===== config.mk =====
export PLATFORM = sky130hd
export DESIGN_NAME = pcc_top
export DESIGN_NICKNAME = d
export VERILOG_FILES = /design/src/logic/pcc_pkg.sv /design/src/logic/pcc_debounce.sv /design/src/logic/pcc_cutoff.sv /design/src/logic/pcc_top.sv
export VERILOG_INCLUDE_DIRS = /design/src /design/src/logic
export SDC_FILE = /design/constraint.sdc
export NUM_CORES = 1
export LEC_CHECK = 0
export ABC_CLOCK_PERIOD_IN_PS = 8200
export BUFFER_PORTS_ARGS = -buffer_cell sky130_fd_sc_hd__buf_2
export CAP_MARGIN = 40
export CORE_MARGIN = 2
export CORE_UTILIZATION = 56
export CTS_BUF_LIST = sky130_fd_sc_hd__clkbuf_8
export DETAILED_ROUTE_END_ITERATION = 10
export PLACE_DENSITY_LB_ADDON = 0.25
export SYNTH_ARGS = -nofsm -noshare
export SYNTH_HDL_FRONTEND = slang
export SYNTH_SLANG_ARGS = --single-unit

===== constraint.sdc =====
create_clock -name clk -period 8.2 [get_ports clk]
set_input_delay 1.64 -clock clk [delete_from_list [all_inputs] [get_ports clk]]
set_output_delay 1.64 -clock clk [all_outputs]
set_load 0.005 [all_outputs]

===== src/logic/pcc_defs.svh =====
`ifndef PCC_DEFS_SVH
`define PCC_DEFS_SVH

// ----------------------------------------------------------------
// Register addresses and reset values
// ----------------------------------------------------------------
`define PCC_ADDR_CFG 4'h1
`define PCC_ADDR_CTRL1 4'h2
`define PCC_ADDR_CTRL2 4'h3
`define PCC_CTRL1_RST 8'h21
`define PCC_CTRL2_RST 8'h21
`define PCC_CFG_RST 8'h80

// ----------------------------------------------------------------
// Field positions
// ----------------------------------------------------------------
`define PCC_C1_PD_GATE 7
`define PCC_C1_ICUT_HI 6
`define PCC_C1_ICUT_LO 5
`define PCC_C1_DLY_HI 4
`define PCC_C1_DLY_LO 3
`define PCC_C1_LATCH 2
`define PCC_C1_DEB_HI 1
`define PCC_C1_DEB_LO 0
`define PCC_C2_AUX_PD 7
`define PCC_C2_PD_STR 5
`define PCC_C2_SUP_COD 4
`define PCC_C2_SUP_DLY 3
`define PCC_C2_SUP_LATCH 2
`define PCC_C2_DEB_HI 1
`define PCC_C2_DEB_LO 0
`define PCC_CFG_MODE_HI 7
`define PCC_CFG_MODE_LO 5

// ----------------------------------------------------------------
// Timing
// ----------------------------------------------------------------
`define PCC_CLK_MHZ 125
`define PCC_CLK_NS 8
`define PCC_TICK_CYC (`PCC_CLK_MHZ)
`define PCC_CH_DLY0_US 100
`define PCC_CH_DLY1_US 150
`define PCC_CH_DLY2_US 200
`define PCC_CH_DLY3_US 250
`define PCC_CH_RESTART_MULT 255
`define PCC_DEB0_US 0
`define PCC_DEB1_US 5
`define PCC_DEB2_US 20
`define PCC_DEB3_US 100
`define PCC_SUP_DLY_US 500
`define PCC_SUP_RESTART_MS 64
`define PCC_SUP_RESTART_US (`PCC_SUP_RESTART_MS * 1000)
`define PCC_DEAD_NS 500
`define PCC_DEAD_CYC ((`PCC_DEAD_NS + `PCC_CLK_NS - 1) / `PCC_CLK_NS)

`endif


===== src/logic/pcc_pkg.sv =====
`include "pcc_defs.svh"

package pcc_pkg;

    typedef enum logic [2:0] {
        PCC_MODE_OFF = 3'h0,
        PCC_MODE_LS = 3'h1,
        PCC_MODE_HS = 3'h2,
        PCC_MODE_PP = 3'h3,
        PCC_MODE_TRI = 3'h4,
        PCC_MODE_LS_ON = 3'h5,
        PCC_MODE_HS_ON = 3'h6,
        PCC_MODE_PP_IND = 3'h7
    } pcc_mode_t;

    typedef enum logic [1:0] {
        PCC_CUT_RUN = 2'h0,
        PCC_CUT_ARM = 2'h1,
        PCC_CUT_OFF = 2'h3
    } pcc_cut_t;

    typedef struct packed {
        logic wr;
        logic rd;
        logic seq;
        logic seq_end;
        logic [3:0] addr;
        logic [7:0] wdata;
    } pcc_req_t;

    typedef struct packed {
        logic ch_enable;
        logic drive_in;
        logic sense_line;
        logic aux_line;
        logic ch_overcur;
        logic supply_overcur;
    } pcc_pins_t;

    function automatic logic [7:0] pcc_deb_us(input logic [1:0] code);
        case (code)
            2'h0: pcc_deb_us = 8'(`PCC_DEB0_US);
            2'h1: pcc_deb_us = 8'(`PCC_DEB1_US);
            2'h2: pcc_deb_us = 8'(`PCC_DEB2_US);
            default: pcc_deb_us = 8'(`PCC_DEB3_US);
        endcase
    endfunction

    function automatic logic [8:0] pcc_ch_dly_us(input logic [1:0] code);
        case (code)
            2'h0: pcc_ch_dly_us = 9'(`PCC_CH_DLY0_US);
            2'h1: pcc_ch_dly_us = 9'(`PCC_CH_DLY1_US);
            2'h2: pcc_ch_dly_us = 9'(`PCC_CH_DLY2_US);
            default: pcc_ch_dly_us = 9'(`PCC_CH_DLY3_US);
        endcase
    endfunction

    function automatic logic pcc_active(input logic [2:0] m);
        pcc_active = (m != PCC_MODE_OFF) && (m != PCC_MODE_TRI);
    endfunction

endpackage


===== src/logic/pcc_debounce.sv =====
`timescale 1ns/1ns
`include "pcc_defs.svh"

module pcc_debounce
    import pcc_pkg::*;
(
    input wire logic clk,
    input wire logic reset,
    input wire logic tick,
    input wire logic level,
    input wire logic [1:0] sel,
    output logic level_db
);

    logic [7:0] cnt_r;
    logic [7:0] hold_us;

    assign hold_us = pcc_deb_us(sel);

    // ----------------------------------------------------------------
    // Stability filter
    // ----------------------------------------------------------------
    // One extra tick is counted because the first tick may come at once.
    always_ff @(posedge clk or posedge reset) begin
        if (reset) begin
            cnt_r <= 8'h00;
            level_db <= 1'b0;
        end else if (level == level_db) begin
            cnt_r <= 8'h00;
        end else if (hold_us == 8'h00) begin
            level_db <= level;
        end else if (tick) begin
            if (cnt_r >= hold_us) begin
                level_db <= level;
                cnt_r <= 8'h00;
            end else begin
                cnt_r <= cnt_r + 8'h01;
            end
        end
    end
endmodule


===== src/logic/pcc_cutoff.sv =====
`timescale 1ns/1ns
`include "pcc_defs.svh"

module pcc_cutoff
    import pcc_pkg::*;
(
    input wire logic clk,
    input wire logic reset,
    input wire logic tick,
    input wire logic overcur,
    input wire logic cut_en,
    input wire logic [8:0] delay_us,
    input wire logic [15:0] restart_us,
    input wire logic latch,
    input wire logic unlatch,
    output logic drv_ok
);

    pcc_cut_t st_r;
    logic [15:0] cnt_r;
    logic [15:0] cnt_inc;

    assign cnt_inc = cnt_r + 16'h0001;
    assign drv_ok = (st_r != PCC_CUT_OFF);

    // ----------------------------------------------------------------
    // Cut-off sequencer
    // ----------------------------------------------------------------
    always_ff @(posedge clk or posedge reset) begin
        if (reset) begin
            st_r <= PCC_CUT_RUN;
            cnt_r <= 16'h0000;
        end else begin
            case (st_r)
                PCC_CUT_RUN: begin
                    cnt_r <= 16'h0000;
                    if (cut_en && overcur) begin
                        st_r <= (delay_us == 9'h000) ? PCC_CUT_OFF
                                                     : PCC_CUT_ARM;
                    end
                end
                PCC_CUT_ARM: begin
                    if (!overcur || !cut_en) begin
                        st_r <= PCC_CUT_RUN;
                    end else if (tick) begin
                        cnt_r <= cnt_inc;
                        if (cnt_inc >= {7'h00, delay_us}) begin
                            st_r <= PCC_CUT_OFF;
                            cnt_r <= 16'h0000;
                        end
                    end
                end
                PCC_CUT_OFF: begin
                    if (latch) begin
                        cnt_r <= 16'h0000;
                        if (unlatch) begin
                            st_r <= PCC_CUT_RUN;
                        end
                    end else if (tick) begin
                        cnt_r <= cnt_inc;
                        if (cnt_inc >= restart_us) begin
                            st_r <= PCC_CUT_RUN;
                        end
                    end
                end
                default: st_r <= PCC_CUT_RUN;
            endcase
        end
    end
endmodule


===== src/logic/pcc_top.sv =====
`timescale 1ns/1ns
`include "pcc_defs.svh"

// How it works
// - Sense pull-down runs only when its gate bit is set and enable low.
// - Two bits pick the channel cut-off current among four levels.
// - Persistent overcurrent turns the channel driver off after a delay.
// - Channel restarts after 255 delays, or stays off until any access.
// - Sense input must hold its new level for the selected debounce time.
// - Auxiliary input pull-down simply follows its control bit.
// - One bit selects normal or low-power sense pull-down strength.
// - Supply cut-off works when its disable bit is clear; keep it so.
// - Supply cut-off delay is 500 us or immediate.
// - Supply switch restarts after 64 ms, or stays off until access.
// - Auxiliary input debounce uses the same four hold times.
// - Off mode keeps both switches and the receiver off.
// - High-side mode drives the high switch when drive low, enable high.
// - Receiver off forces output high; otherwise output is inverted line.
// - Other codes: push-pull, tri-state, forced on; push-pull has dead time.
// - Jumps between active modes are refused with a parity error.
module pcc_top
    import pcc_pkg::*;
(
    input wire logic clk,
    input wire logic reset,
    input wire pcc_req_t req,
    input wire pcc_pins_t pins,
    output logic [7:0] rdata,
    output logic parity_err,
    output logic high_side_switch,
    output logic low_side_switch,
    output logic rx_out,
    output logic sense_pulldown_on,
    output logic sense_pulldown_strength,
    output logic aux_input_pulldown_on,
    output logic [1:0] ch_cutoff_sel,
    output logic aux_level,
    output logic supply_switch_on
);

    // ----------------------------------------------------------------
    // Registers and synchronisers
    // ----------------------------------------------------------------
    logic [7:0] ctrl1_r;
    logic [7:0] ctrl2_r;
    logic [7:0] cfg_r;
    logic [7:0] sh_ctrl1_r;
    logic [7:0] sh_ctrl2_r;
    logic [7:0] sh_cfg_r;
    logic [2:0] sh_dirty_r;
    logic seq_bad_r;
    pcc_pins_t pin_meta_r;
    pcc_pins_t pin_s_r;
    logic [6:0] tick_cnt_r;
    logic tick_r;
    logic [6:0] dead_r;
    logic [6:0] dead_nxt;
    logic hs_nxt;
    logic ls_nxt;

    // ----------------------------------------------------------------
    // Decode
    // ----------------------------------------------------------------
    pcc_mode_t mode;
    logic [2:0] new_mode;
    logic hit_cfg;
    logic hit_c1;
    logic hit_c2;
    logic forbid;
    logic single_wr;
    logic seq_wr;
    logic access;
    logic en_s;
    logic in_s;
    logic sense_db;
    logic ch_ok;
    logic sup_ok;
    logic want_hs;
    logic want_ls;
    logic is_pp;
    logic [7:0] rd_sel;
    logic [8:0] ch_dly;
    logic [15:0] ch_restart;
    logic [8:0] sup_dly;

    assign mode = pcc_mode_t'(cfg_r[`PCC_CFG_MODE_HI:`PCC_CFG_MODE_LO]);
    assign new_mode = req.wdata[`PCC_CFG_MODE_HI:`PCC_CFG_MODE_LO];
    assign hit_cfg = (req.addr == `PCC_ADDR_CFG);
    assign hit_c1 = (req.addr == `PCC_ADDR_CTRL1);
    assign hit_c2 = (req.addr == `PCC_ADDR_CTRL2);
    assign forbid = hit_cfg && pcc_active(mode) && pcc_active(new_mode)
                    && (new_mode != mode);
    assign single_wr = req.wr && !req.seq;
    assign seq_wr = req.wr && req.seq;
    assign access = req.wr || req.rd;
    assign en_s = pin_s_r.ch_enable;
    assign in_s = pin_s_r.drive_in;

    always_comb begin
        if (hit_cfg) begin
            rd_sel = cfg_r;
        end else if (hit_c1) begin
            rd_sel = ctrl1_r;
        end else if (hit_c2) begin
            rd_sel = ctrl2_r;
        end else begin
            rd_sel = 8'h00;
        end
    end

    // ----------------------------------------------------------------
    // Register writes
    // ----------------------------------------------------------------
    // A sequential write is staged and committed whole at its end, so a
    // forbidden mode jump can throw away every register of the burst.
    always_ff @(posedge clk or posedge reset) begin
        if (reset) begin
            ctrl1_r <= `PCC_CTRL1_RST;
            ctrl2_r <= `PCC_CTRL2_RST;
            cfg_r <= `PCC_CFG_RST;
            sh_ctrl1_r <= 8'h00;
            sh_ctrl2_r <= 8'h00;
            sh_cfg_r <= 8'h00;
            sh_dirty_r <= 3'h0;
            seq_bad_r <= 1'b0;
            parity_err <= 1'b0;
            rdata <= 8'h00;
        end else begin
            parity_err <= 1'b0;
            if (req.rd) begin
                rdata <= rd_sel;
            end
            if (single_wr) begin
                if (hit_c1) begin
                    ctrl1_r <= req.wdata;
                end else if (hit_c2) begin
                    ctrl2_r <= req.wdata;
                end else if (hit_cfg && !forbid) begin
                    cfg_r <= req.wdata;
                end
                if (forbid) begin
                    parity_err <= 1'b1;
                end
            end else if (seq_wr) begin
                if (hit_c1) begin
                    sh_ctrl1_r <= req.wdata;
                    sh_dirty_r[0] <= 1'b1;
                end else if (hit_c2) begin
                    sh_ctrl2_r <= req.wdata;
                    sh_dirty_r[1] <= 1'b1;
                end else if (hit_cfg) begin
                    sh_cfg_r <= req.wdata;
                    sh_dirty_r[2] <= 1'b1;
                end
                if (forbid) begin
                    seq_bad_r <= 1'b1;
                end
            end else if (req.seq_end) begin
                sh_dirty_r <= 3'h0;
                seq_bad_r <= 1'b0;
                if (seq_bad_r) begin
                    parity_err <= 1'b1;
                end else begin
                    if (sh_dirty_r[0]) begin
                        ctrl1_r <= sh_ctrl1_r;
                    end
                    if (sh_dirty_r[1]) begin
                        ctrl2_r <= sh_ctrl2_r;
                    end
                    if (sh_dirty_r[2]) begin
                        cfg_r <= sh_cfg_r;
                    end
                end
            end
        end
    end

    // ----------------------------------------------------------------
    // Pin synchronisers and microsecond tick
    // ----------------------------------------------------------------
    always_ff @(posedge clk or posedge reset) begin
        if (reset) begin
            pin_meta_r <= '0;
            pin_s_r <= '0;
            tick_cnt_r <= 7'h00;
            tick_r <= 1'b0;
        end else begin
            pin_meta_r <= pins;
            pin_s_r <= pin_meta_r;
            tick_r <= (tick_cnt_r == 7'(`PCC_TICK_CYC - 1));
            if (tick_cnt_r == 7'(`PCC_TICK_CYC - 1)) begin
                tick_cnt_r <= 7'h00;
            end else begin
                tick_cnt_r <= tick_cnt_r + 7'h01;
            end
        end
    end

    // ----------------------------------------------------------------
    // Debounce and cut-off
    // ----------------------------------------------------------------
    // sense debounce
    pcc_debounce u_deb_sense (
        .clk(clk),
        .reset(reset),
        .tick(tick_r),
        .level(pin_s_r.sense_line),
        .sel(ctrl1_r[`PCC_C1_DEB_HI:`PCC_C1_DEB_LO]),
        .level_db(sense_db)
    );

    pcc_debounce u_deb_aux (
        .clk(clk),
        .reset(reset),
        .tick(tick_r),
        .level(pin_s_r.aux_line),
        .sel(ctrl2_r[`PCC_C2_DEB_HI:`PCC_C2_DEB_LO]),
        .level_db(aux_level)
    );

    assign ch_dly = pcc_ch_dly_us(ctrl1_r[`PCC_C1_DLY_HI:`PCC_C1_DLY_LO]);
    assign ch_restart = 16'(ch_dly * `PCC_CH_RESTART_MULT);
    assign sup_dly = ctrl2_r[`PCC_C2_SUP_DLY] ? 9'h000
                                              : 9'(`PCC_SUP_DLY_US);

    pcc_cutoff u_cut_ch (
        .clk(clk),
        .reset(reset),
        .tick(tick_r),
        .overcur(pin_s_r.ch_overcur),
        .cut_en(1'b1),
        .delay_us(ch_dly),
        .restart_us(ch_restart),
        .latch(ctrl1_r[`PCC_C1_LATCH]),
        .unlatch(access),
        .drv_ok(ch_ok)
    );

    // disable bit; 64 ms or latched
    pcc_cutoff u_cut_sup (
        .clk(clk),
        .reset(reset),
        .tick(tick_r),
        .overcur(pin_s_r.supply_overcur),
        .cut_en(!ctrl2_r[`PCC_C2_SUP_COD]),
        .delay_us(sup_dly),
        .restart_us(16'(`PCC_SUP_RESTART_US)),
        .latch(ctrl2_r[`PCC_C2_SUP_LATCH]),
        .unlatch(access),
        .drv_ok(sup_ok)
    );

    // ----------------------------------------------------------------
    // Output stage
    // ----------------------------------------------------------------
    // switch demand per mode
    assign is_pp = (mode == PCC_MODE_PP) || (mode == PCC_MODE_PP_IND);
    assign want_hs = ch_ok
                     && (((mode == PCC_MODE_HS || is_pp) && en_s && !in_s)
                     || mode == PCC_MODE_HS_ON);
    assign want_ls = ch_ok
                     && (((mode == PCC_MODE_LS || is_pp) && en_s && in_s)
                     || mode == PCC_MODE_LS_ON);

    always_comb begin
        hs_nxt = want_hs;
        ls_nxt = want_ls;
        dead_nxt = 7'h00;
        if (is_pp) begin
            if ((high_side_switch && !want_hs)
                || (low_side_switch && !want_ls)) begin
                hs_nxt = high_side_switch && want_hs;
                ls_nxt = low_side_switch && want_ls;
                dead_nxt = 7'(`PCC_DEAD_CYC);
            end else if (dead_r != 7'h00) begin
                hs_nxt = high_side_switch;
                ls_nxt = low_side_switch;
                dead_nxt = dead_r - 7'h01;
            end
        end
    end

    always_ff @(posedge clk or posedge reset) begin
        if (reset) begin
            high_side_switch <= 1'b0;
            low_side_switch <= 1'b0;
            dead_r <= 7'h00;
            rx_out <= 1'b1;
            sense_pulldown_on <= 1'b0;
            sense_pulldown_strength <= 1'b0;
            aux_input_pulldown_on <= 1'b0;
            ch_cutoff_sel <= 2'h0;
            supply_switch_on <= 1'b0;
        end else begin
            high_side_switch <= hs_nxt;
            low_side_switch <= ls_nxt;
            dead_r <= dead_nxt;
            rx_out <= (mode == PCC_MODE_OFF) || en_s || !sense_db;
            sense_pulldown_on <= ctrl1_r[`PCC_C1_PD_GATE] && !en_s;
            sense_pulldown_strength <= ctrl2_r[`PCC_C2_PD_STR];
            aux_input_pulldown_on <= ctrl2_r[`PCC_C2_AUX_PD];
            ch_cutoff_sel <= ctrl1_r[`PCC_C1_ICUT_HI:`PCC_C1_ICUT_LO];
            supply_switch_on <= sup_ok;
        end
    end
endmodule


==> impl_metrics.toml, run 1 <==
[critical_path]
critPathKind = "flip-flop to flip-flop"
worstPathMaxFanout = 6
reg2reg_setup_slack_ns = 4.68
crit_path_end_kind = "flip-flop"
crit_start = "ctrl1_r[3]"
arrival_ns = 3.87
critPathCapture = "u_cut_ch.st_r[1]"
worstPathRequired_ns = 8.55
timing.rr.start = "ctrl1_r[3]"
r2r_end = "u_cut_ch.st_r[1]"
critPathLaunchType = "flip-flop"
ff2ff_path_depth = 16

[clocking]
numCtsBuffers = 17
clkTransAtPathRegs_ns = 0.09
holdBufCountCts = 0
insertion_delay_ns = 0.46
root_buffer = "clkbuf_8"
max-clock-path-buffers = 2
post-cts-setup-buffer-count = 0
postCtsResizedCells = 0
cts.htree.levels = 4
cts_sinks = 151
tritoncts = "built"

[outcome]
outcome = "finished, final reports clean"

[drt]
viasPerCell = 5.77
routed_wl_um = 18700
via_count = 6772
drt-wirelength-per-cell_um = 16.0
dr.pass1.iters = 4
route.antenna.remaining_nets = 0
drt-initial-drc-count = 437
drc = 0

[timing]
fin_skew_ns = 0.0151
fin_ws_ns = 4.68
fmax_ghz = 0.284
setup_violations = 0
tightest_slew_ns = 0.949
finalHoldViolCount = 0
min_period_ns = 3.52
tns_ns = 0
period_share_pct = 43.0
final_max_slew_viol_count = 0
rsz0062_at_grt = "no"
max-slew-margin-rel_pct = 36.6

[final_layout]
regArea_um2 = 3790
multi_input_area_um2 = 4640
fill_cells = 1247
insertedDiodeCount = 0
final_layout_size_suffix_gt1_share_pct = 14.7
nets = 1033
stdcell_area_um2 = 9560
syn_to_final_growth_pct = 8.64

[synthesis]
synth_cells = 920
ys_seq_area_share_pct = 43.0
ys_async_sr_fraction_pct = 100
synth_fp_nets = 1004
ys_top_cells_by_area = "dfrtp_1 (41%), ha_1 (8.5%), o21ai_0 (3.8%), mux2_2 (3.5%), nand2_1 (3.3%)"
syn_area_per_cell_um2 = 9.57
synth_area_um2 = 8800
synth_edf_count = 0
yosys.area.top_type = "dfrtp_1"
synth_ff_type = "dfrtp_1"
ys_warn_count = 0
ys_seq_elements = 151
yosysTopAreaCellShare_pct = 41.2
yosysUniqueCellTypes = 78

[global_routing]
use_met1_pct = 35.0
overflow = 0
grt_max_degree = 80
grt_pass1_vias = 6229
grt_pass1_wl_um = 31300
grt_usage_pct = 23.7
grt_use_met3_pct = 5.16
busiest_layer = "met2"
antenna_found_initial = 0
grt_use_met2_pct = 35.2

[power]
power.switching_mw = 0.979
power.density_nw_per_um2 = 256
clockPowerShare_pct = 22.2
p_int_mw = 1.47
switching_share_pct = 39.9
power_leakage_nw = 4.32
pwr-share-seq_pct = 41.4
p_comb_share_pct = 36.4
ir_drop_uv = 148

[job]
maxCapViolations = 0

[floorplanning]
fp-row-count = 45
coreArea_um2 = 15300
ioPinCount = 43
die_w_um = 129
initial_utilization_pct = 57.7
design.die.area_um2 = 16700
die_h_um = 129

[place]
io_buffers = 42
place_congestion = 0.868
place_ws_ns = 4.31
place_hpwl_um = 13600
place_area_um2 = 9180

[min_path]
hold_depth = 0
hold_class = "flip-flop to flip-flop"
[through the flow]
step	util (%)	power, mW	instances	hold slack, ns
2_1_floorplan	-	1.69	920	0.331
3_3_place_gp	59.8	1.88	1136	0.335
3_5_place_dp	60.1	1.91	1139	0.335
4_1_cts	62.6	2.47	1171	0.354
5_1_grt	62.7	2.65	1173	0.368
6_report	62.7	2.45	1173	0.353
[synthesized netlist by cell type, types with 15 or more instances]
cell and count:
nand3_1 25, mux2_2 27, nand2b_1 20, nand2_1 78, xnor2_1 24, dfrtp_1 145
inv_1 51, ha_1 60, a21oi_1 56, xor2_1 20, nor2_1 71, o21ai_0 66
nor3_1 15, buf_2 16, clkbuf_1 20, a22o_1 17
[worst min-delay path by stage]
stage                       start         end  slack (ns)
floorplan           pin_meta_r[5]        en_s        0.33
global placement    pin_meta_r[2]  pin_s_r[2]        0.33
detailed placement  pin_meta_r[2]  pin_s_r[2]        0.33
CTS                 pin_meta_r[2]  pin_s_r[2]        0.35
global route        pin_meta_r[0]  pin_s_r[0]        0.37
finish              pin_meta_r[2]  pin_s_r[2]        0.35
[cell families after synthesis]
group	synth area share (%)
mux	3.81
flops	43.0
simple gates	17.8
buf+inv	4.35
xor+xnor	4.38
compound gates	18.1
other cells	0.0426
fa+ha+maj	8.53
[critical path, stage by stage (launching register included)]
cell and delay, ns:
dfrtp_1 0.47, inv_1 0.18, ha_1 0.29, nor2_1 0.07, or2_2 0.29, inv_1 0.07, ha_1 0.24, xnor2_1 0.16
nor2_1 0.06, a31oi_1 0.17, xnor2_1 0.09, ha_1 0.19, a2111oi_0 0.36, a21oi_1 0.12, o21ai_0 0.36, mux2i_1 0.24
nor2_1 0.05
[flip-flops by register name (all words and copies together) (netlist names), 4 cells and up]
register           flops
ctrl1_r                8
tick_cnt_r             7
sh_ctrl2_r             8
u_cut_sup.cnt_r       16
rdata                  8
sh_ctrl1_r             8
sh_cfg_r               8
u_deb_sense.cnt_r      8
pin_meta_r             6
pin_s_r                4
ctrl2_r                8
u_deb_aux.cnt_r        8
dead_r                 7
cfg_r                  8
u_cut_ch.cnt_r        16
[power groups by stage]
stage | Combinational (mW) | Sequential, mW | Clock [mW]
after floorplan | 0.734 | 0.952 | 0
after global placement | 0.861 | 1.02 | 0
after detailed placement | 0.887 | 1.03 | 0
after CTS | 0.897 | 1.01 | 0.557
after global routing | 1.02 | 1.03 | 0.594
final | 0.893 | 1.01 | 0.545
[routing by layer]
layer  vias up  routed length (um)
met5         -                   0
met4         0                 291
met3        22                 637
met2       123                8490
met1      3279                9300
li1       3348                   -
[final cells by class]
| class | count | share of cell area, % |
|---|---|---|
| Multi-Input combinational cell | 677 | 48.5 |
| Sequential cell | 151 | 39.6 |
| Timing Repair Buffer | 51 | 3.19 |
| Tap cell | 211 | 2.76 |
| Clock buffer | 19 | 2.73 |
| Inverter | 51 | 2.05 |
| Clock inverter | 13 | 1.16 |
[placed cells by master (no fill, tap or decap), types with 13 or more instances in the layout]
master | Yosys | final
a211oi_1 | 14 | 14
a21oi_1 | 56 | 56
a22o_1 | 17 | 17
and3_1 | 13 | 13
buf_2 | 16 | 42
clkbuf_8 | 0 | 19
dfrtp_1 | 145 | 145
ha_1 | 60 | 60
inv_1 | 51 | 50
mux2_2 | 27 | 27
nand2_1 | 78 | 78
nand2b_1 | 20 | 20
nand3_1 | 25 | 25
nor2_1 | 71 | 71
nor3_1 | 15 | 15
o21ai_0 | 66 | 66
xnor2_1 | 24 | 24
xor2_1 | 20 | 20
No activity file was read; power rests on OpenSTA's default activity.
==> run 2: changes to the inputs <==
--- a/config.mk
+++ b/config.mk
@@ -6,7 +6,7 @@
 export SDC_FILE = /design/constraint.sdc
 export NUM_CORES = 1
 export LEC_CHECK = 0
-export ABC_CLOCK_PERIOD_IN_PS = 8200
+export ABC_CLOCK_PERIOD_IN_PS = 3280
 export BUFFER_PORTS_ARGS = -buffer_cell sky130_fd_sc_hd__buf_2
 export CAP_MARGIN = 40
 export CORE_MARGIN = 2
==> constraint.sdc (replaced) <==
create_clock -name clk -period 3.28 [get_ports clk]
set_input_delay 0.656 -clock clk [delete_from_list [all_inputs] [get_ports clk]]
set_output_delay 0.656 -clock clk [all_outputs]
set_load 0.005 [all_outputs]
==> impl_metrics.toml, run 2 (synthesis results as in run 1) <==
[outcome]
outcome = "finished, final reports clean"

[power]
pwr-share-seq_pct = 38.7
switching_share_pct = 38.8
power_leakage_nw = 4.45
power.density_nw_per_um2 = 658
clockPowerShare_pct = 24.7
power.total_mw = 6.45
p_int_mw = 3.94
ir_drop_uv = 353
power.switching_mw = 2.50
p_comb_share_pct = 36.6

[floorplanning]
die_w_um = 129
initial_utilization_pct = 57.7
ioPinCount = 43
fp-row-count = 45
die_h_um = 129
coreArea_um2 = 15300
design.die.area_um2 = 16700

[drt]
dr.pass1.iters = 4
drt-initial-drc-count = 371
routed_wl_um = 19300
drt-wirelength-per-cell_um = 16.2
viasPerCell = 5.78
route.antenna.remaining_nets = 0
drc = 0
via_count = 6901

[critical_path]
arrival_ns = 3.46
critPathKind = "flip-flop to flip-flop"
worstPathRequired_ns = 3.66
reg2reg_setup_slack_ns = 0.20
critPathLaunchType = "flip-flop"
worstPathMaxFanout = 10
crit_path_end_kind = "flip-flop"

[global_routing]
grt_use_met3_pct = 5.04
grt_pass1_vias = 6610
overflow = 0
antenna_found_initial = 0
grt_max_degree = 93
use_met1_pct = 34.2
grt_use_met2_pct = 38.8
grt_usage_pct = 24.5
grt_pass1_wl_um = 32600
busiest_layer = "met2"

[timing]
period_share_pct = 93.9
final_max_slew_viol_count = 0
tightest_slew_ns = 0.778
fin_skew_ns = 0.0147
fin_ws_ns = 0.199
finalHoldViolCount = 0
max-slew-margin-rel_pct = 48.1
min_period_ns = 3.08
setup_violations = 0
hold_slack_ns = 0.305
fmax_ghz = 0.325
rsz0062_at_grt = "yes"

[min_path]
hold_class = "input port to flip-flop"

[job]
maxCapViolations = 0

[final_layout]
largest_registers = "u_cut_ch.cnt_r (16), u_cut_sup.cnt_r (16)"
final_layout_size_suffix_gt1_share_pct = 17.4
layout_common_cells = "dfrtp_1 (142), nand2_1 (78), nor2_1 (71), o21ai_0 (65), ha_1 (59)"
syn_to_final_growth_pct = 11.3
layout.cells.non_filler = 1193
insertedDiodeCount = 0
fill_cells = 1264
layout_commonest_cell = "dfrtp_1"
nets = 1053

[clocking]
clkTransAtPathRegs_ns = 0.10
root_buffer = "clkbuf_8"
max-clock-path-buffers = 2
cts.htree.levels = 4
insertion_delay_ns = 0.45
cts_sinks = 151
numCtsBuffers = 17
tritoncts = "built"
post-cts-setup-buffer-count = 0

[place]
placedCellCount = 1161
place_ws_ns = -0.0742
place_congestion = 0.862
io_buffers = 42
place_hpwl_um = 13700
run 2: critical path: stages, from the launching register on:
cell and delay (ns):
dfrtp_1 0.44, ha_1 0.29, and4_4 0.31, nand2_1 0.08, xnor2_1 0.20, ha_1 0.28, a21o_1 0.18, a21oi_1 0.16
nand3_1 0.11, a21oi_2 0.21, a41oi_4 0.23, nor2_4 0.33, a22o_1 0.20
run 2: metal layers:
layer,vias to the layer above,part of all wire (%)
li1,3381,-
met1,3356,47
met2,133,47
met3,31,4.5
met4,0,1.9
met5,-,0
run 2: final timing paths:
kind	start	end	cells past startpoint
setup reg to reg	u_cut_ch.cnt_r[0]	u_cut_ch.cnt_r[15]	12
max in group asynchronous	reset	ctrl1_r[0]	3
hold reg to reg	pin_meta_r[2]	pin_s_r[2]	0
setup / recovery	u_cut_ch.cnt_r[0]	u_cut_ch.cnt_r[15]	12
hold / removal	pins[4]	pin_meta_r[4]	1
min in group asynchronous	reset	dead_r[0]	3
run 2: timing repair:
action,CTS,global route
hold buffers,0,0
gates cloned,0,0
endpoints found under the setup margin,2,22
gates resized for setup,1,13
run 2: power groups by stage:
stage / Sequential, mW / Combinational [mW] / Clock, mW
finish: 2.50 / 2.36 / 1.59
global route: 2.54 / 2.69 / 1.70
CTS: 2.48 / 2.34 / 1.62
detailed placement: 2.51 / 2.32 / 0
global placement: 2.51 / 2.27 / 0
floorplan: 2.38 / 1.84 / 0
run 2: through the flow:
stage / utilization [%] / area (um2) / setup TNS [ns]
floorplan: - / 8810 / 0
global placement: 61.2 / 9330 / 0
detailed placement: 61.2 / 9330 / -0.144
CTS: 64.0 / 9770 / 0
global route: 64.2 / 9800 / 0
finish: 64.2 / 9800 / 0
run 2: final cells by class:
class | count | area (um2) | share of cell area, %
clock inverters | 15 | 203 | 2.07
inverters | 51 | 198 | 2.02
well taps | 211 | 264 | 2.69
clock buffers | 17 | 234 | 2.39
repair buffers | 71 | 453 | 4.62
multi-input cells | 677 | 4660 | 47.5
flip-flops and latches | 151 | 3790 | 38.7
